### config.mk
export PLATFORM = sky130hd
export DESIGN_NAME = sisr_top
export DESIGN_NICKNAME = d
export VERILOG_FILES = /design/src/design/sisr_pkg.sv /design/src/design/sisr_term_if.sv /design/src/design/sisr_sync.sv /design/src/design/sisr_route.sv /design/src/design/sisr_top.sv
export VERILOG_INCLUDE_DIRS = /design/src /design/src/design
export SDC_FILE = /design/constraint.sdc
export NUM_CORES = 1
export LEC_CHECK = 0
export BUFFER_PORTS_ARGS = -buffer_cell sky130_fd_sc_hd__buf_2
export CORE_ASPECT_RATIO = 0.75
export CORE_MARGIN = 1
export CORE_UTILIZATION = 55
export DETAILED_ROUTE_END_ITERATION = 10
export PLACE_DENSITY = 0.8
export SYNTH_ARGS = -nofsm -noshare
export SYNTH_HDL_FRONTEND = slang
export SYNTH_HIERARCHICAL = 1
export SYNTH_SLANG_ARGS = --single-unit
export TNS_END_PERCENT = 1
### constraint.sdc
create_clock -name clk_i -period 3.5 [get_ports clk_i]
set_clock_uncertainty 0.2 [all_clocks]
set_input_delay 1.05 -clock clk_i [delete_from_list [all_inputs] [get_ports clk_i]]
set_output_delay 1.05 -clock clk_i [all_outputs]
set_load 0.02 [all_outputs]
### src/design/sisr_consts.svh
// constants of the servo input signal router: offsets, fields, reset values
// assumes inclusion by the package, the top module, the monitor and the testbench
// Functional notes
// - either hard cutoff request input OFF cuts motor current, no command can override
// - monitor output ON only when both requests cut off and drive is cut off
// - selector digit of functions 0-4: 0-6 terminal, 7 always active, 8 always inactive
// - latch selectors route only terminals 4-6 or inverted D-F, else inactive
// - one terminal selected by several functions drives all of them at once
// - selectors are writable; reset values 1, 2, 8, 8 and 3, 4, 5, 6
`ifndef SISR_CONSTS_SVH
`define SISR_CONSTS_SVH

// wishbone register offsets (byte addresses)
`define SISR_ADR_W 8
`define SISR_ADR_SEL_A 8'h00
`define SISR_ADR_SEL_B 8'h04
`define SISR_ADR_STATUS 8'h08
`define SISR_ADR_IRQ_STAT 8'h0C
`define SISR_ADR_IRQ_MASK 8'h10

// selector reset values, one nibble per function
`define SISR_SEL_A_RST 16'h8821
`define SISR_SEL_B_RST 16'h6543
`define SISR_MASK_RST 9'h000

// sizes
`define SISR_SEL_W 4
`define SISR_NUM_FUNC 8
`define SISR_NUM_TERM 7
`define SISR_NUM_EV 9

// status and interrupt field positions
`define SISR_ST_FUNC_LSB 0
`define SISR_ST_CUTOFF_BIT 8
`define SISR_ST_MON_BIT 9
`define SISR_ST_TERM_LSB 16
`define SISR_EV_CUTOFF_BIT 8

// selector encodings
`define SISR_SEL_LAST_NORM 4'h6
`define SISR_SEL_ALWAYS_ON 4'h7
`define SISR_SEL_ALWAYS_OFF 4'h8
`define SISR_SEL_INV_BASE 4'h9
`define SISR_SEL_LATCH_FIRST 4'h4
`define SISR_SEL_LATCH_INV_FIRST 4'hD

// per-function polarity and latch restriction, bit i is function i
`define SISR_LOW_ACTIVE 8'hFC
`define SISR_LATCH_ONLY 8'hE0

`endif

### src/design/sisr_pkg.sv
// types and the selector decode shared by the router modules
// assumes sisr_consts.svh on the include path
`include "sisr_consts.svh"

package sisr_pkg;

    typedef logic [`SISR_SEL_W-1:0] sisr_sel_t;
    typedef logic [`SISR_NUM_TERM-1:0] sisr_term_t;

    // state of one routing slice
    typedef struct packed {
        logic active;
    } sisr_route_st_t;

    // state of the top module
    typedef struct packed {
        logic [15:0] sel_a;
        logic [15:0] sel_b;
        logic [`SISR_NUM_EV-1:0] mask;
        logic [`SISR_NUM_EV-1:0] pend;
        logic [`SISR_NUM_FUNC-1:0] func_prev;
        logic cutoff;
        logic monitor;
        logic irq;
        logic ack;
        logic [31:0] rdat;
    } sisr_top_st_t;

    // function level from selector digit, synced terminals and polarity
    function automatic logic sisr_route_level(input sisr_sel_t sel, input sisr_term_t term,
                                              input logic low_act, input logic latch_only);
        logic lvl;
        lvl = 1'b0;
        if (latch_only) begin
            if (sel >= `SISR_SEL_LATCH_FIRST && sel <= `SISR_SEL_LAST_NORM) begin
                lvl = term[sel[2:0]] ^ low_act;
            end else if (sel >= `SISR_SEL_LATCH_INV_FIRST) begin
                lvl = ~(term[3'(sel - `SISR_SEL_INV_BASE)] ^ low_act);
            end
        end else if (sel <= `SISR_SEL_LAST_NORM) begin
            lvl = term[sel[2:0]] ^ low_act;
        end else if (sel == `SISR_SEL_ALWAYS_ON) begin
            lvl = 1'b1;
        end else if (sel >= `SISR_SEL_INV_BASE) begin
            lvl = ~(term[3'(sel - `SISR_SEL_INV_BASE)] ^ low_act);
        end
        return lvl;
    endfunction

endpackage

### src/design/sisr_term_if.sv
// carrier of the synchronised terminal levels between router modules
// assumes one source and any number of readers on the same clock
`timescale 1ns/1ps

interface sisr_term_if;
    logic [6:0] level;
    modport src (output level);
    modport dst (input level);
endinterface

### src/design/sisr_sync.sv
// two flip-flop synchroniser for a group of pin levels
// assumes pins asynchronous to clk_i; reset value is a parameter
`timescale 1ns/1ps

module sisr_sync #(
    parameter int W = 1,
    parameter logic [W-1:0] RST_VAL = '0
) (
    // clock, reset, enable
    input wire logic clk_i,
    input wire logic rst_i,
    input wire logic ce_i,
    // pins and sampled levels
    input wire logic [W-1:0] d_i,
    output logic [W-1:0] q_o
);

    typedef struct packed {
        logic [W-1:0] s1;
        logic [W-1:0] s2;
    } sisr_sync_st_t;

    sisr_sync_st_t st;
    sisr_sync_st_t next_st;

    // first stage feeds only the second
    always_comb begin
        next_st = st;
        next_st.s1 = d_i;
        next_st.s2 = st.s1;
    end

    // state register
    always_ff @(posedge clk_i) begin
        if (rst_i) begin
            st <= '{s1: RST_VAL, s2: RST_VAL};
        end else if (ce_i) begin
            st <= next_st;
        end
    end

    assign q_o = st.s2;

endmodule

### src/design/sisr_route.sv
// one routing slice: selector digit picks a terminal, polarity or constant
// assumes terminals already synchronised and selector from the same clock
`timescale 1ns/1ps

module sisr_route
    import sisr_pkg::*;
#(
    parameter logic LOW_ACT = 1'b0,
    parameter logic LATCH_ONLY = 1'b0
) (
    // clock, reset, enable
    input wire logic clk_i,
    input wire logic rst_i,
    input wire logic ce_i,
    // selector and terminals
    input wire sisr_sel_t sel_i,
    sisr_term_if.dst term,
    // routed function, 1 = active
    output logic active_o
);

    sisr_route_st_t st;
    sisr_route_st_t next_st;

    // every slice reads the shared terminal bus, so sharing drives all
    always_comb begin
        next_st.active = sisr_route_level(sel_i, term.level, LOW_ACT, LATCH_ONLY);
    end

    // state register
    always_ff @(posedge clk_i) begin
        if (rst_i) begin
            st <= '{active: 1'b0};
        end else if (ce_i) begin
            st <= next_st;
        end
    end

    assign active_o = st.active;

endmodule

### src/design/sisr_top.sv
// servo input signal router: wishbone registers, terminal routing,
// hard cutoff of motor current and its monitor output
// assumes classic wishbone master on clk_i; pins asynchronous to clk_i
//
// The address map and register access over Wishbone were left to the implementer.
`timescale 1ns/1ps
`include "sisr_consts.svh"

module sisr_top
    import sisr_pkg::*;
#(
    parameter logic [15:0] SEL_A_RST = `SISR_SEL_A_RST,
    parameter logic [15:0] SEL_B_RST = `SISR_SEL_B_RST,
    parameter logic [`SISR_NUM_FUNC-1:0] LOW_ACTIVE = `SISR_LOW_ACTIVE,
    parameter logic [`SISR_NUM_FUNC-1:0] LATCH_ONLY = `SISR_LATCH_ONLY
) (
    // clock, reset, enable
    input wire logic clk_i,
    input wire logic rst_i,
    input wire logic ce_i,
    // wishbone slave
    input wire logic wb_cyc_i,
    input wire logic wb_stb_i,
    input wire logic wb_we_i,
    input wire logic [`SISR_ADR_W-1:0] wb_adr_i,
    input wire logic [3:0] wb_sel_i,
    input wire logic [31:0] wb_dat_i,
    output logic [31:0] wb_dat_o,
    output logic wb_ack_o,
    // sequence input terminals, 1 = high level at the pin
    input wire logic [`SISR_NUM_TERM-1:0] seq_term_i,
    // hard cutoff requests from the safety connector, low = OFF
    input wire logic hard_cutoff_req_a_n_i,
    input wire logic hard_cutoff_req_b_n_i,
    // routed functions, 1 = active
    output logic fwd_travel_block_o,
    output logic rev_travel_block_o,
    output logic fwd_force_limit_in_o,
    output logic rev_force_limit_in_o,
    output logic home_decel_switch_o,
    output logic latch_trig_1_o,
    output logic latch_trig_2_o,
    output logic latch_trig_3_o,
    // motor current and safety monitor
    output logic motor_current_en_o,
    output logic cutoff_monitor_out_o,
    // interrupt
    output logic irq_o
);

    ////////////////////////////////////////////////////////////////////////////
    // pin synchronisers

    logic [`SISR_NUM_TERM-1:0] term_sync;
    logic [1:0] cut_n_sync;

    // terminals sampled twice before any routing
    sisr_sync #(
        .W(`SISR_NUM_TERM),
        .RST_VAL('0)
    ) u_term_sync (
        .clk_i(clk_i),
        .rst_i(rst_i),
        .ce_i(ce_i),
        .d_i(seq_term_i),
        .q_o(term_sync)
    );

    // cutoff requests reset to OFF so the drive starts cut off
    sisr_sync #(
        .W(2),
        .RST_VAL(2'h0)
    ) u_cut_sync (
        .clk_i(clk_i),
        .rst_i(rst_i),
        .ce_i(ce_i),
        .d_i({hard_cutoff_req_b_n_i, hard_cutoff_req_a_n_i}),
        .q_o(cut_n_sync)
    );

    ////////////////////////////////////////////////////////////////////////////
    // terminal routing

    sisr_term_if term_bus ();

    // one shared bus of synced levels
    assign term_bus.level = term_sync;

    sisr_top_st_t st;
    sisr_top_st_t next_st;
    logic [`SISR_NUM_FUNC*`SISR_SEL_W-1:0] sel_all;
    logic [`SISR_NUM_FUNC-1:0] func;

    // selector digits in function order
    assign sel_all = {st.sel_b, st.sel_a};

    // one slice per function, each with its own polarity
    for (genvar i = 0; i < `SISR_NUM_FUNC; i++) begin : g_route
        sisr_route #(
            .LOW_ACT(LOW_ACTIVE[i]),
            .LATCH_ONLY(LATCH_ONLY[i])
        ) u_route (
            .clk_i(clk_i),
            .rst_i(rst_i),
            .ce_i(ce_i),
            .sel_i(sel_all[i*`SISR_SEL_W +: `SISR_SEL_W]),
            .term(term_bus.dst),
            .active_o(func[i])
        );
    end

    ////////////////////////////////////////////////////////////////////////////
    // register file, cutoff and interrupt logic

    logic req;
    logic wr;
    logic rd_irq;
    logic cut_now;
    logic both_off;
    logic [`SISR_NUM_EV-1:0] ev;
    logic [`SISR_NUM_EV-1:0] clr;
    logic [31:0] rd_word;

    // bus request decode
    always_comb begin
        req = wb_cyc_i & wb_stb_i & ~st.ack;
        wr = req & wb_we_i;
        rd_irq = req & ~wb_we_i & (wb_adr_i == `SISR_ADR_IRQ_STAT);
    end

    // cutoff state from the synced request pins
    always_comb begin
        cut_now = ~(cut_n_sync[0] & cut_n_sync[1]);
        both_off = ~cut_n_sync[0] & ~cut_n_sync[1];
    end

    // events: function rising edges and entry into cutoff
    always_comb begin
        ev = '0;
        ev[`SISR_NUM_FUNC-1:0] = func & ~st.func_prev;
        ev[`SISR_EV_CUTOFF_BIT] = cut_now & ~st.cutoff;
        clr = rd_irq ? '1 : '0;
    end

    // read data multiplexer, unmapped reads as zero
    always_comb begin
        rd_word = 32'h0000_0000;
        unique case (wb_adr_i)
            `SISR_ADR_SEL_A: begin
                rd_word[15:0] = st.sel_a;
            end
            `SISR_ADR_SEL_B: begin
                rd_word[15:0] = st.sel_b;
            end
            `SISR_ADR_STATUS: begin
                rd_word[`SISR_ST_FUNC_LSB +: `SISR_NUM_FUNC] = func;
                rd_word[`SISR_ST_CUTOFF_BIT] = st.cutoff;
                rd_word[`SISR_ST_MON_BIT] = st.monitor;
                rd_word[`SISR_ST_TERM_LSB +: `SISR_NUM_TERM] = term_sync;
            end
            `SISR_ADR_IRQ_STAT: begin
                rd_word[`SISR_NUM_EV-1:0] = st.pend;
            end
            `SISR_ADR_IRQ_MASK: begin
                rd_word[`SISR_NUM_EV-1:0] = st.mask;
            end
            default: begin
                rd_word = 32'h0000_0000;
            end
        endcase
    end

    // next state of the whole top
    always_comb begin
        next_st = st;
        // single-cycle registered acknowledge
        next_st.ack = req;
        if (req) begin
            next_st.rdat = rd_word;
        end
        // selector writes per byte lane
        if (wr && wb_adr_i == `SISR_ADR_SEL_A) begin
            if (wb_sel_i[0]) begin
                next_st.sel_a[7:0] = wb_dat_i[7:0];
            end
            if (wb_sel_i[1]) begin
                next_st.sel_a[15:8] = wb_dat_i[15:8];
            end
        end
        if (wr && wb_adr_i == `SISR_ADR_SEL_B) begin
            if (wb_sel_i[0]) begin
                next_st.sel_b[7:0] = wb_dat_i[7:0];
            end
            if (wb_sel_i[1]) begin
                next_st.sel_b[15:8] = wb_dat_i[15:8];
            end
        end
        // mask write
        if (wr && wb_adr_i == `SISR_ADR_IRQ_MASK) begin
            if (wb_sel_i[0]) begin
                next_st.mask[7:0] = wb_dat_i[7:0];
            end
            if (wb_sel_i[1]) begin
                next_st.mask[8] = wb_dat_i[8];
            end
        end
        // sticky events, a new event wins over the read clear
        next_st.pend = (st.pend & ~clr) | ev;
        next_st.func_prev = func;
        // cutoff follows the pins with no software path
        next_st.cutoff = cut_now;
        // monitor needs both requests and the drive already cut off
        next_st.monitor = both_off & st.cutoff;
        next_st.irq = |(next_st.pend & next_st.mask);
    end

    // state register; reset keeps motor current off
    always_ff @(posedge clk_i) begin
        if (rst_i) begin
            st.sel_a <= SEL_A_RST;
            st.sel_b <= SEL_B_RST;
            st.mask <= `SISR_MASK_RST;
            st.pend <= '0;
            st.func_prev <= '1; // no edge in the first cycle after reset; refill edges still set pend
            st.cutoff <= 1'b1;
            st.monitor <= 1'b0;
            st.irq <= 1'b0;
            st.ack <= 1'b0;
            st.rdat <= 32'h0000_0000;
        end else if (ce_i) begin
            st <= next_st;
        end
    end

    ////////////////////////////////////////////////////////////////////////////
    // outputs

    // bus answer
    assign wb_dat_o = st.rdat;
    assign wb_ack_o = st.ack;

    // routed functions
    assign fwd_travel_block_o = func[0];
    assign rev_travel_block_o = func[1];
    assign fwd_force_limit_in_o = func[2];
    assign rev_force_limit_in_o = func[3];
    assign home_decel_switch_o = func[4];
    assign latch_trig_1_o = func[5];
    assign latch_trig_2_o = func[6];
    assign latch_trig_3_o = func[7];

    // safety outputs
    assign motor_current_en_o = ~st.cutoff;
    assign cutoff_monitor_out_o = st.monitor;

    // level interrupt from registered status and mask
    assign irq_o = st.irq;

endmodule

# Word-level counts from Yosys, hierarchy flattened
# Cells that the tools add are included.
[word_totals]
ff_bits = 111
inputBits = 59
output_inout_bits = 44
elab_cells = 179
[classes]
addsub = 8
n_lt_le_gt_ge = 35
n_eq_ne = 9
muxes = 61
bitwise = 29
n_reduce_logical = 13
[ops]
columns = ["op", "count"]
rows = [
  ["< comparator 3 x 4 -> 1 bit (second input constant)", 16],
  ["binary-select mux 1 bit (select 3 bit)", 16],
  ["one-hot mux 9 bit (5 select lines)", 1],
  ["2-to-1 mux 1 bit", 38],
  ["greater-or-equal comparator 4 bit (second input constant)", 8],
  ["less-or-equal comparator 4 x 3 -> 1 bit (second input constant)", 8],
  ["subtractor 3 x 1 -> 3 bit (second input constant)", 8],
  ["equality test 4 x 3 -> 1 bit (second input constant)", 5],
  ["AND 9 bit", 2],
  ["2-to-1 mux 9 bit", 2],
  ["equality test 8 x 4 -> 1 bit (second input constant)", 2],
  ["inverter 1 bit", 14],
  ["greater-or-equal comparator 4 x 3 -> 1 bit (second input constant)", 3],
  ["one-hot mux 6 bit (2 select lines)", 1],
  ["AND reduction 3 bit", 4],
  ["AND 1 bit", 9],
  ["inverter 9 bit", 1],
  ["bitwise OR 9 bit", 1],
  ["OR reduction 9 bit", 1],
  ["AND 8 bit", 1],
  ["equality test 8 x 3 -> 1 bit (second input constant)", 1],
  ["equality test 8 x 5 -> 1 bit (second input constant)", 1],
  ["zero test 8 bit", 1],
  ["2-to-1 mux 8 bit", 1],
  ["5 further kinds", 10],
]

# Logic depth before layout (Yosys ltp)
[logic_depth]
depth_word = 10
ltp_mapped = 7
ltp_nobuf = 6

# Cells and area by module
# Netlist, hierarchy kept.
[by_module_without_submodules]
columns = ["mod", "n_inst", "cells_each", "area_per_inst_um2", "seq_area_each_um2"]
rows = [
  ["sisr_top", 1, 431, 3967.6, 1701.6],
  ["sisr_route at g_route[2].u_route ...", 3, 28, 274.0, 20.0],
  ["sisr_route at g_route[0].u_route ...", 2, 30, 276.5, 20.0],
  ["sisr_route at g_route[5].u_route ...", 3, 20, 182.7, 20.0],
  ["sisr_sync at u_term_sync", 1, 45, 508.0, 280.3],
  ["sisr_sync at u_cut_sync", 1, 13, 140.1, 80.1],
]

# Worst setup path before layout
# Ideal clock, no wire load.
[synth_timing]
path_kind = "input -> register"
startpoint = "input wb_adr_i[1]"
endpoint = "register st, in the netlist sel_all[30]"
setup_time_ns = 0.120
arrival_time_ns = 2.338
t_required_ns = 3.180
path_slack_ns = 0.843
path_stages = 7
path_buffers = 2
path_cell_list = "nor3_4 and4b_1 buf_4 and4_1 buf_6 nor2b_1 a211o_1"
[synth_via]
elab_chain_len = 3
[synth_lines]
columns = ["item", "line", "source"]
rows = [
  ["start, declared", "sisr_top.sv:25", "input wire logic [`SISR_ADR_W-1:0] wb_adr_i,"],
  ["equality test 8 x 3 -> 1 bit", "-", ""],
  ["logical AND 1 bit (no line)", "-", ""],
  ["AND reduction 3 bit (no line)", "-", ""],
  ["end signal, assigned", "sisr_top.sv:231", "st <= next_st;"],
  ["end, declared", "sisr_top.sv:89", "sisr_top_st_t st;"],
]
# No other way between the ends.
# A chain may end at the register's enable or synchronous reset.

# Worst setup path in the final report
[layout_timing]
startpoint = "input wb_cyc_i"
endpoint = "register st, in the netlist sel_all[22]"
[layout_via]
elab_chain_len = 5
[layout_lines]
columns = ["item", "line", "source"]
rows = [
  ["start, declared", "sisr_top.sv:22", "input wire logic wb_cyc_i,"],
  ["AND 1 bit (2 in series)", "sisr_top.sv:126", "req = wb_cyc_i & wb_stb_i & ~st.ack;"],
  ["AND 1 bit", "sisr_top.sv:127", "wr = req & wb_we_i;"],
  ["logical AND 1 bit (no line)", "-", ""],
  ["AND reduction 3 bit (no line)", "-", ""],
]
# No other way between the ends.

==> metrics.txt <==
Vias/cell=6.086; antenna violations before repair=0; Ant. Diodes=0; Max Slew Vio Count=0; CP Data Required Time=3.54 ns; crit path capture type=register; number of buffers added for setup after CTS=0; reg2reg end=g_route[2].u_route/active_o; Final Hold Viols=0; Peak Freq=0.3542 GHz; Reg power frac=0.521; outcome=finished clean; WP data arrival=2.87 ns; via count=approximately 5,500; Sw Share=0.2675; # H-tree levels=3; Gate power share=0.097; final WL=about 17,000 um; leak pwr=2.884 nW; Worst Reg-to-Reg Cells=6; Cells after Synth=693; Initial Util=0.5651; Nets=around 820; CP delay by family, top=simple AND/OR/NAND/NOR gates; final hold slack=0.2497 ns; P&R area growth vs syn=7.941%; Final Critical Period=around 2.8 ns; Seq cells post-synth=111; Clock Sinks=111; setup slack after layout=0.6764 ns; post-CTS sizing=0; register area share after synthesis=0.3398; Max stage delay on crit path=0.64 ns; mean post-synth cell area=9.435 um2; max-cap viol count=0; Clock power frac=0.382; crit path kind=input port to register; HP Class=register to register; Die ar.=12,330 um2; Yosys top cell area share=0.3398; layout cells sized above 1=0.1834; dpl ws=0.3580 ns; CP Buf/Inv Count=1; setup TNS=0 ns; detailed placement HPWL=about 11,000 um; clock root buffer=clkbuf_16; Mapped Area=6539 um2; CP cell instances=buf_2, and3b_1, and2_1, and4_1, nor2b_1, a211o_1; clock latency on the worst-skew pair=0.35 ns; min-delay src=wb_dat_o[22]; first-pass GRT wire length=26,550 um; chip width=between 100 and 150 um; core area=11,570 um2; All-Layer GR Usage=0.2804; Synth Flop Type=dfxtp_1; TritonRoute pass-1 iters=5; Final period util=0.8067; CTS tree=done; Buffers on Ports=75; # setup viols final=0; Worst R2R Start=sel_all[8]; 1st-iter DRT viols=457; Post-synth EDFFs=0; crit path max fanout=11; power per cell area=between 300 and 400 nW/um2; internal power=1.893 mW; Num CTS Buffers=9; clk buf depth=2; r2r setup slk=~1.1 ns; Die Height=96.43 um; Worst path slowest cell=and4_1; Startpoint Class=input port; Slew @ Worst Pin=0.8304 ns; switching power total=691.4 uW; grt total ovfl=0; maximum number of pins on one net before global-route repair=83; Synth async-reset ratio=0; Worst slew margin=0.4456; FP Rows=34; GP Congestion=0.8333; vias in the first global route=5,114; Ys Warns=6; wire per inst=18.59 um; CTS hold repair buffers=0; Post-DRT Antenna Nets=0; Cells on Worst Hold Path=2; register clock-pin slew on the reported worst setup and hold paths=around 0.07 ns; Hold Path Sink=wb_dat_o[22]; cell taking the most area after synthesis=dfxtp_1; Max VDD drop=0.0002287 V; unrepaired setup endpoints after global routing=no; cells taking the most area after synthesis=dfxtp_1 (34%), mux2i_1 (11%), nor2_1 (5.3%), ha_1 (5.0%), buf_4 (3.9%); number of remaining DRC errors=0; Synth cell types=57; I/O pin cnt=103
-- per-stage QoR --
step	util	std cells	power (mW)	instance area, um2
detailed placement	0.5856	882	1.623	6777
global placement	0.5856	882	1.612	6777
global route	0.6100	898	2.680	7058
CTS	0.6100	898	2.593	7058
finish	0.6100	898	2.584	7058
floorplan	-	701	1.538	6569
-- per-layer routing --
layer	global-route usage	vias to the layer above	wire, um
li1	-	2547	-
met1	0.3540	2672	7315
met2	0.4873	206	7841
met3	0.04901	40	1182
met4	0.1000	0	353
met5	0	-	0
-- worst max path at each step --
stage | startpoint | cells past startpoint | end | slack [ns]
after floorplan | wb_adr_i[1] | 7 | sel_all[30] | 0.84
after global placement | wb_adr_i[7] | 8 | sel_all[11] | 0.41
after detailed placement | wb_adr_i[7] | 8 | sel_all[0] | 0.36
after CTS | wb_adr_i[7] | 8 | sel_all[15] | 0.73
after global routing | wb_adr_i[7] | 8 | sel_all[15] | 0.63
final | wb_cyc_i | 6 | sel_all[22] | 0.68
-- worst min-delay path: cells and delay by family (launching register included) --
family / cells / cell delay, ns
compound gates: 1 / 0.05
simple gates: 1 / 0.05
flops: 1 / 0.31
-- layout by cell type, fill, tap and decap left out, drive strengths merged, types with 17 or more instances in the layout --
cell type	Yosys	routed
inv	28	30
ha	26	26
a211o	19	19
o21ai	21	21
nor2	95	95
mux2i	75	75
dfxtp	111	111
buf	49	88
nand3b	17	17
a21oi	30	30
nand2	18	18
nor2b	28	28
-- registers in the layout, summed over array words and instances (netlist names) --
| signal | count |
|---|---|
| irq_o | 1 |
| cutoff_monitor_out_o | 1 |
| u_term_sync/next_st | 7 |
| g_route.u_route/active_o | 8 |
| u_term_sync/q_o | 7 |
| u_cut_sync/next_st | 2 |
| sel_all | 32 |
| st | 27 |
| wb_dat_o | 23 |
| wb_ack_o | 1 |
| u_cut_sync/q_o | 2 |
-- power by group through the flow --
stage	clock, mW	sequential [mW]	combinational (mW)
3_3_place_gp	0	1.37	0.242
3_5_place_dp	0	1.37	0.249
6_report	0.988	1.35	0.250
5_1_grt	1.06	1.35	0.273
4_1_cts	0.999	1.34	0.251
2_1_floorplan	0	1.37	0.172
-- area by class of cell --
cell class	instances	area, um2
Inverter	28	105.1
Multi-Input combinational cell	493	3759
Tap cell	162	202.7
Clock buffer	9	225.2
Fill cell	981	4513
Timing Repair Buffer	88	488.0
Clock inverter	7	56.30
Sequential cell	111	2222
-- synthesized netlist by cell type (3+ instances only) --
cell         n
buf_6       10
a221oi_1     6
o211ai_1     6
a211oi_1    15
o32a_1       3
clkbuf_1    19
o22ai_1     11
nand2b_1     3
or2b_1       6
nor2_1      93
buf_2        3
a311oi_2     3
ha_1        26
o211a_1      3
and4_1       5
mux4_1       5
a211o_1     19
a22oi_1     15
buf_4       34
mux2_2       6
xor2_1       8
nor3_1       8
nand3_1     11
and3_1       3
a21oi_1     30
nand3b_1    17
mux2i_1     75
a311o_1      3
nor4bb_1     5
nand2_1     17
o21ai_1      3
mux4_2       8
a2111oi_2    5
dfxtp_1    111
inv_1       28
o21ai_0     18
nor2b_1     28
-- cells by family (layout without fill, tap and decap cells) --
| family | Yosys count | in the layout | share of synthesized area |
|---|---|---|---|
| flops | 111 | 111 | 0.3398 |
| buf+inv | 97 | 132 | 0.08993 |
| other cells | 1 | 9 | 0.0005735 |
| simple gates | 209 | 209 | 0.1713 |
| compound gates | 147 | 147 | 0.1651 |
| xor+xnor | 8 | 8 | 0.01072 |
| fa+ha+maj | 26 | 26 | 0.04975 |
| mux | 94 | 94 | 0.1728 |
Note: power is estimated with default switching activity, not from simulation.
